`src/rtl/brs_pkg.sv`:
```
// Summary of operation
// RULE_01 - brown-out detection asserts whole-device reset pulse
// RULE_02 - clock source chosen from configuration fields
// RULE_03 - oscillator mode: clock held until start-up timer
// RULE_04 - with PLL, clock held until lock reads one
// RULE_05 - power-up delay runs alongside, then reset releases
// RULE_06 - zero delay with crystal: fail-safe delay instead
// RULE_07 - brown-out sets status flag bit one
// RULE_08 - detection stays active in sleep and idle
// RULE_09 - execution held 20 us after power-up, resume
// RULE_10 - status flag cleared only by software writing zero
package brs_pkg;
	// clock and timing
	localparam int CLK_PERIOD_NS   = 100;
	localparam int REG_START_NS    = 20000;  // regulator start delay, 20 us
	localparam int FAILSAFE_NS     = 100000; // fail-safe start delay, 100 us
	localparam int REG_START_CYC   = (REG_START_NS + CLK_PERIOD_NS - 1) / CLK_PERIOD_NS;
	localparam int FAILSAFE_CYC    = (FAILSAFE_NS + CLK_PERIOD_NS - 1) / CLK_PERIOD_NS;
	localparam int OST_CYC         = 1024;   // oscillator start-up timer length
	localparam int TMR_W           = 16;
	localparam logic [TMR_W-1:0] REG_START_LOAD = TMR_W'(REG_START_CYC);
	localparam logic [TMR_W-1:0] FAILSAFE_LOAD  = TMR_W'(FAILSAFE_CYC);
	localparam logic [TMR_W-1:0] OST_LOAD       = TMR_W'(OST_CYC);
	localparam logic [TMR_W-1:0] NO_WAIT_LOAD   = 16'h0000;
	localparam logic [TMR_W-1:0] POWER_UP_TIMER_RESET     = 16'h0040;

	// register byte offsets
	localparam logic [7:0] RESET_CONTROL_REG_OFS  = 8'h00; // reset_control_reg
	localparam logic [7:0] OSCC_OFS  = 8'h04; // osc_control_reg
	localparam logic [7:0] POWER_UP_TIMER_OFS  = 8'h08; // power_up_delay register

	// field positions
	localparam int BOR_FLAG_BIT = 1;
	localparam int LOCK_BIT     = 5;
	localparam int CLK_RDY_BIT  = 6;

	// new_osc_select_cfg encodings
	localparam logic [2:0] NOSC_FRC      = 3'h0;
	localparam logic [2:0] NOSC_FRC_PLL  = 3'h1;
	localparam logic [2:0] NOSC_PRI      = 3'h2;
	localparam logic [2:0] NOSC_PRI_PLL  = 3'h3;
	// primary_osc_mode_cfg encodings
	localparam logic [1:0] POSC_EC  = 2'h0;
	localparam logic [1:0] POSC_XT  = 2'h1;
	localparam logic [1:0] POSC_HS  = 2'h2;
	localparam logic [1:0] POSC_OFF = 2'h3;

	typedef enum logic [1:0] {
		ST_RUN    = 2'b00,
		ST_PULSE  = 2'b01,
		ST_LAUNCH = 2'b10,
		ST_WAIT   = 2'b11
	} brs_state_t;

	typedef enum logic [1:0] {
		IDX_NONE = 2'b00,
		IDX_RESET_CONTROL_REG = 2'b01,
		IDX_OSCC = 2'b10,
		IDX_POWER_UP_TIMER = 2'b11
	} brs_idx_t;
endpackage

```
`src/rtl/brs_dly_if.sv`:
```
`timescale 1ns/100ps
// start/load/done of one delay timer
interface brs_dly_if;
	logic        start;
	logic [15:0] load;
	logic        done;
	modport tmr (input start, input load, output done);
	modport ctl (output start, output load, input done);
endinterface

```
`src/rtl/brs_timer.sv`:
```
`timescale 1ns/100ps
// one-shot down counter: done rises load+1 edges after start and stays until next start
module brs_timer import brs_pkg::*; (
	input  wire logic clk,
	input  wire logic rst,
	brs_dly_if.tmr    dly
);
	typedef struct packed {
		logic [TMR_W-1:0] cnt;
		logic             busy;
		logic             done;
	} brs_tmr_t;

	brs_tmr_t r_reg;
	brs_tmr_t r_next;

	// count down, restart on start
	always_comb begin
		r_next = r_reg;
		if (dly.start) begin
			r_next.cnt  = dly.load;
			r_next.busy = 1'b1;
			r_next.done = 1'b0;
		end else if (r_reg.busy) begin
			if (r_reg.cnt == NO_WAIT_LOAD) begin
				r_next.busy = 1'b0;
				r_next.done = 1'b1;
			end else begin
				r_next.cnt = r_reg.cnt - 16'h0001;
			end
		end
	end

	always_ff @(posedge clk) begin
		if (rst) begin
			r_reg <= '0;
		end else begin
			r_reg <= r_next;
		end
	end

	assign dly.done = r_reg.done;
endmodule // brs_timer

```
`src/rtl/brs_sequencer.sv`:
```
`timescale 1ns/100ps
// brown-out reset sequencer with AHB-Lite register slave
module brs_sequencer import brs_pkg::*; (
	input  wire logic        clk,
	input  wire logic        rst,
	input  wire logic        brownout_det,
	input  wire logic        pll_lock_in,
	input  wire logic        power_down,
	input  wire logic [2:0]  new_osc_select_cfg,
	input  wire logic [1:0]  primary_osc_mode_cfg,
	input  wire logic        hsel,
	input  wire logic [31:0] haddr,
	input  wire logic [1:0]  htrans,
	input  wire logic        hwrite,
	input  wire logic [2:0]  hsize,
	input  wire logic [31:0] hwdata,
	input  wire logic        hready,
	output logic      [31:0] hrdata,
	output logic             hreadyout,
	output logic             hresp,
	output logic             device_reset,
	output logic             sys_clk_en,
	output logic      [2:0]  clk_src_sel,
	output logic             code_exec_en
);
	typedef struct packed {
		brs_state_t       state;
		logic             bor_s1;
		logic             bor_s2;
		logic             lock_s1;
		logic             lock_s2;
		logic             pd_s1;
		logic             pd_s2;
		logic             pd_q;
		logic             por_q;
		logic             bor_flag;
		logic             clk_ready;
		logic [2:0]       src_sel;
		logic [TMR_W-1:0] power_up_timer_val;
		logic             wr_pend;
		brs_idx_t         wr_idx;
		logic [31:0]      rdata;
	} brs_seq_t;

	brs_seq_t r_reg;
	brs_seq_t r_next;

	brs_dly_if clk_dly ();
	brs_dly_if power_up_timer_dly ();
	brs_dly_if reg_dly ();

	logic     pll_used;
	logic     osc_mode;
	logic     crystal;
	logic     addr_ok;
	brs_idx_t addr_idx;

	// clock source properties from configuration fields
	assign pll_used = (new_osc_select_cfg == NOSC_FRC_PLL) || (new_osc_select_cfg == NOSC_PRI_PLL);
	assign osc_mode = ((new_osc_select_cfg == NOSC_PRI) || (new_osc_select_cfg == NOSC_PRI_PLL))
	                  && (primary_osc_mode_cfg != POSC_OFF);
	assign crystal  = osc_mode && ((primary_osc_mode_cfg == POSC_XT) || (primary_osc_mode_cfg == POSC_HS));

	// clock and power-up timers start when the sequence is launched; the regulator timer starts on power-up or wake
	assign clk_dly.start  = (r_reg.state == ST_LAUNCH);
	assign clk_dly.load   = osc_mode ? OST_LOAD : NO_WAIT_LOAD;           // see RULE_03
	assign power_up_timer_dly.start = (r_reg.state == ST_LAUNCH);                    // see RULE_05
	assign power_up_timer_dly.load  = (r_reg.power_up_timer_val == NO_WAIT_LOAD && crystal) ? FAILSAFE_LOAD
	                        : r_reg.power_up_timer_val;                              // see RULE_06
	assign reg_dly.start  = r_reg.por_q || (r_reg.pd_q && !r_reg.pd_s2);   // see RULE_09
	assign reg_dly.load   = REG_START_LOAD;

	brs_timer u_clk_tmr  (.clk(clk), .rst(rst), .dly(clk_dly));
	brs_timer u_power_up_timer_tmr (.clk(clk), .rst(rst), .dly(power_up_timer_dly));
	brs_timer u_reg_tmr  (.clk(clk), .rst(rst), .dly(reg_dly));

	// address phase decode
	always_comb begin
		addr_ok  = hsel && htrans[1] && hready;
		addr_idx = IDX_NONE;
		if (haddr[7:0] == RESET_CONTROL_REG_OFS) begin
			addr_idx = IDX_RESET_CONTROL_REG;
		end else if (haddr[7:0] == OSCC_OFS) begin
			addr_idx = IDX_OSCC;
		end else if (haddr[7:0] == POWER_UP_TIMER_OFS) begin
			addr_idx = IDX_POWER_UP_TIMER;
		end
	end

	// next state of sequencer and register file
	always_comb begin
		r_next         = r_reg;
		r_next.bor_s1  = brownout_det;
		r_next.bor_s2  = r_reg.bor_s1;
		r_next.lock_s1 = pll_lock_in;
		r_next.lock_s2 = r_reg.lock_s1;
		r_next.pd_s1   = power_down;
		r_next.pd_s2   = r_reg.pd_s1;
		r_next.pd_q    = r_reg.pd_s2;
		r_next.por_q   = 1'b0;

		// data phase write; clearing the flag needs a zero in its bit
		r_next.wr_pend = 1'b0;
		if (r_reg.wr_pend) begin
			if (r_reg.wr_idx == IDX_RESET_CONTROL_REG && !hwdata[BOR_FLAG_BIT]) begin
				r_next.bor_flag = 1'b0;                                // see RULE_10
			end else if (r_reg.wr_idx == IDX_POWER_UP_TIMER) begin
				r_next.power_up_timer_val = hwdata[TMR_W-1:0];
			end
		end

		// sequencer; detection is never gated by sleep or idle
		case (r_reg.state)
			ST_RUN: begin
				if (r_reg.bor_s2) begin
					r_next.state = ST_PULSE;                           // see RULE_01 see RULE_08
				end
			end
			ST_PULSE: begin
				r_next.clk_ready = 1'b0;
				r_next.bor_flag  = 1'b1;                               // see RULE_07
				if (!r_reg.bor_s2) begin
					r_next.state = ST_LAUNCH;
				end
			end
			ST_LAUNCH: begin
				r_next.src_sel = new_osc_select_cfg;                   // see RULE_02
				r_next.state   = ST_WAIT;
			end
			ST_WAIT: begin
				r_next.clk_ready = clk_dly.done && (!pll_used || r_reg.lock_s2); // see RULE_03 see RULE_04
				if (r_reg.bor_s2) begin
					r_next.state = ST_PULSE;                           // see RULE_08
				end else if (power_up_timer_dly.done && r_reg.clk_ready) begin
					r_next.state = ST_RUN;                             // see RULE_05
				end
			end
			default: begin
				r_next.state = ST_PULSE;
			end
		endcase

		// read data registered in the address phase
		if (addr_ok) begin
			r_next.wr_pend = hwrite;
			r_next.wr_idx  = addr_idx;
			r_next.rdata   = 32'h0000_0000;
			if (!hwrite) begin
				if (addr_idx == IDX_RESET_CONTROL_REG) begin
					r_next.rdata[BOR_FLAG_BIT] = r_reg.bor_flag;
				end else if (addr_idx == IDX_OSCC) begin
					r_next.rdata[2:0]         = r_reg.src_sel;
					r_next.rdata[LOCK_BIT]    = r_reg.lock_s2;
					r_next.rdata[CLK_RDY_BIT] = r_reg.clk_ready;
				end else if (addr_idx == IDX_POWER_UP_TIMER) begin
					r_next.rdata[TMR_W-1:0] = r_reg.power_up_timer_val;
				end
			end
		end
	end

	// state register
	always_ff @(posedge clk) begin
		if (rst) begin
			r_reg          <= '0;
			r_reg.state    <= ST_LAUNCH;
			r_reg.por_q    <= 1'b1;
			r_reg.src_sel  <= NOSC_FRC;
			r_reg.power_up_timer_val <= POWER_UP_TIMER_RESET;
		end else begin
			r_reg <= r_next;
		end
	end

	// outputs
	assign hrdata       = r_reg.rdata;
	assign hreadyout    = 1'b1;
	assign hresp        = 1'b0;
	assign device_reset = (r_reg.state != ST_RUN);                     // see RULE_01
	assign sys_clk_en   = r_reg.clk_ready;
	assign clk_src_sel  = r_reg.src_sel;
	// pd_q blocks the cycle before the regulator timer restart clears its stale done
	assign code_exec_en = (r_reg.state == ST_RUN) && reg_dly.done && !r_reg.pd_s2 && !r_reg.pd_q; // see RULE_09
endmodule // brs_sequencer

```
`config.mk`:
```
export PLATFORM = sky130hd
export DESIGN_NAME = brs_sequencer
export DESIGN_NICKNAME = d
export VERILOG_FILES = /design/src/rtl/brs_pkg.sv /design/src/rtl/brs_dly_if.sv /design/src/rtl/brs_timer.sv /design/src/rtl/brs_sequencer.sv
export SDC_FILE = /design/constraint.sdc
export NUM_CORES = 1
export LEC_CHECK = 0
export ABC_CLOCK_PERIOD_IN_PS = 3200
export BUFFER_PORTS_ARGS = -buffer_cell sky130_fd_sc_hd__buf_2
export CAP_MARGIN = 10
export CORE_UTILIZATION = 35
export DETAILED_ROUTE_END_ITERATION = 12
export GPL_ROUTABILITY_DRIVEN = 0
export PLACE_DENSITY = 0.58
export SYNTH_ARGS = -nofsm -noshare
export SYNTH_HDL_FRONTEND = slang
export SYNTH_SLANG_ARGS = --single-unit
```
`constraint.sdc`:
```
create_clock -name clk -period 3.2 [get_ports clk]
set_input_delay 0.64 -clock clk [delete_from_list [all_inputs] [get_ports clk]]
set_output_delay 0.64 -clock clk [all_outputs]
set_load 0.005 [all_outputs]
```
==> metrics.cfg <==
[placed_design]
place.port_buffers = 59
hpwl_um = 8360

[floorplan]
die_w_um = 120
num_io_pins = 122
die_h_um = 120
rows = 42
dieArea_sq_um = 14500
core_sq_um = 13500
start_util_pct = 36.5

[routing]
wirelength_um = 11400
post_drt_wl_per_cell_um = 14.6
vias_per_cell = 5.17
ant_nets = 0
vias = 4049
initialDrtViolationCount = 299
dr.pass1.iters = 4
wirelength_met1_um = 5390
drc = 0
dr_wl_met2_um = 5320
wl_met3_um = 614
top_layer = met4

[sta]
slew_viol_final = 0
fmax_ghz = 0.407
relSlewSlack_pct = 34.1
grt_setup_unrepaired = no
timing.final.crit_share_pct = 76.8
totalNegativeSetupSlack_ps = 0
report.final.hold_viol_count = 0
period_needed_ps = 2460
max_slew.worst_pin.slew_ps = 983
finalClockSkew_ps = 9.33
setup_viol = 0

[setup_path]
path_max_fanout = 9
critical_path_class = register to register
critPathRequiredTime_ps = 3430
arrival_ps = 2690
startpoint_type = register
crit_path_end_kind = register

[min_path]
hp-class = register to register

[run]
cap_violations = 0

[power]
p_leak_uw = 0.00211
total_power_uw = 4710
power_per_cell_area_nw_per_um2 = 856
worst_ir_drop_vdd_uv = 341

[cts]
cts-root-buf = clkbuf_16
cts_hold_buf = 0
clk_pin_slew_ps = 70
cts_tree = built
cts_buffers = 9
cts.path.max_buffers = 2
post_cts.repair.setup_buffers = 0
numClockSinks = 104
clkLatencyLatePin_ps = 350
htree_levels = 3
cts_resized = 0

[yosys]
synth-async-reset-ratio_pct = 0
synth_edf_count = 0
ys_seq_elements = 104
synth_area_leaders = dfxtp_1 42%, buf_4 5.7%, nor2_1 5.6%
synth.avg_cell_area_sq_um = 8.62
syn_inst = 570
yosys.area.top_type = dfxtp_1
yosys_warnings = 0
synth.distinct_cells = 60
syn_area_sq_um = 4910
yosysSeqAreaShare_pct = 42.4
synth_top_area_share_pct = 42.4
ys.flop_type = dfxtp_1

[global_routing]
grt_pass1_wl_um = 18900
grt_pass1_vias = 3799
antenna_found_initial = 0
grt_max_degree = 34
grt.overflow.total = 0
grt_usage_pct = 16.5

[finish]
area_growth_pct = 11.9
drive_gt1_share_pct = 15.0
diodes = 0
finalNetCount = 694
largest_reg_flops = 26
fin_util_pct = 40.9

[outcome]
status = complete, no violations

cell usage in the layout (no fill, tap or decap), types with 11 or more instances in the layout:
| master | count |
|---|---|
| dfxtp_1 | 104 |
| nor2b_1 | 11 |
| conb_1 | 18 |
| nor4_1 | 14 |
| nor3_1 | 14 |
| nand2_1 | 49 |
| buf_2 | 59 |
| a21oi_1 | 40 |
| nor2_1 | 73 |
| a22o_1 | 15 |
| inv_1 | 21 |
| xnor2_1 | 15 |
| xor2_1 | 14 |
power breakdown:
group / total (uW) / internal (uW) / switching [uW]
clock network: 1210 / 711 / 495
registers: 1710 / 1490 / 218
logic: 1790 / 700 / 1090
total: 4710 / 2900 / 1800
synth_stat cells (all sizes together), types with 6 or more instances:
| cell type | n |
|---|---|
| dfxtp | 104 |
| nor2 | 74 |
| nand2 | 49 |
| a21oi | 40 |
| buf | 39 |
| clkbuf | 21 |
| inv | 21 |
| nor4 | 16 |
| a22o | 15 |
| nor3 | 15 |
| xnor2 | 15 |
| xor2 | 14 |
| o21ai | 12 |
| nor2b | 11 |
| ha | 10 |
| or3 | 10 |
| a211oi | 8 |
| nand3 | 8 |
| or4 | 7 |
| a221oi | 6 |
| a22oi | 6 |
| o211ai | 6 |
logic make-up after synthesis:
logic type      Yosys count  share of synthesized area [%]
compound gates          119                           16.8
xor+xnor                 29                           5.17
fa+ha+maj                10                           2.55
buf+inv                  81                           9.04
flops                   104                           42.4
mux                       6                           1.25
other cells               2                          0.153
simple gates            219                           22.6
path summary, 6_finish.rpt:
| check | start | endpoint | slack, ps | cells past startpoint |
|---|---|---|---|---|
| max | u_power_up_timer_tmr.r_reg[2]$_SDFFE_PP0P_ | u_power_up_timer_tmr.r_reg[13]$_SDFFE_PP0P_ | 740 | 8 |
| min | r_next[62]$_SDFF_PP0_ | r_reg[62]$_SDFF_PP0_ | 450 | 1 |
| max reg2reg | u_power_up_timer_tmr.r_reg[2]$_SDFFE_PP0P_ | u_power_up_timer_tmr.r_reg[13]$_SDFFE_PP0P_ | 740 | 8 |
| min reg2reg | r_next[62]$_SDFF_PP0_ | r_reg[62]$_SDFF_PP0_ | 450 | 1 |
critical path, stage by stage (launching register included):
cell and delay (ps):
dfxtp_1 340, inv_1 70, ha_1 210, nor4b_2 150
buf_4 170, a41oi_1 770, nor2_1 210, a221oi_1 330
nor3_1 90
metal layers:
metal	up-vias	GRT usage [%]
met3	8	4.43
li1	2043	-
met5	-	0
met4	0	5.40
met2	97	25.5
met1	1901	22.3
area by class of cell:
| class | count | area [sq um] |
|---|---|---|
| multi-input cells | 401 | 2450 |
| clock inverters | 6 | 90.1 |
| well taps | 176 | 220 |
| inverters | 21 | 78.8 |
| fillers | 1383 | 7960 |
| clock buffers | 10 | 239 |
| repair buffers | 65 | 340 |
| flip-flops and latches | 104 | 2080 |
through the flow:
| step | instance area [sq um] | hold WS [ps] | worst slack (ps) | cells |
|---|---|---|---|---|
| 2_1_floorplan | 4970 | 414 | 1050 | 586 |
| 3_3_place_gp | 5170 | 431 | 843 | 767 |
| 6_report | 5500 | 454 | 742 | 783 |
| 3_5_place_dp | 5170 | 433 | 764 | 767 |
| 4_1_cts | 5500 | 457 | 736 | 783 |
| 5_1_grt | 5500 | 484 | 485 | 783 |
Note: power is estimated with default switching activity, not from simulation.
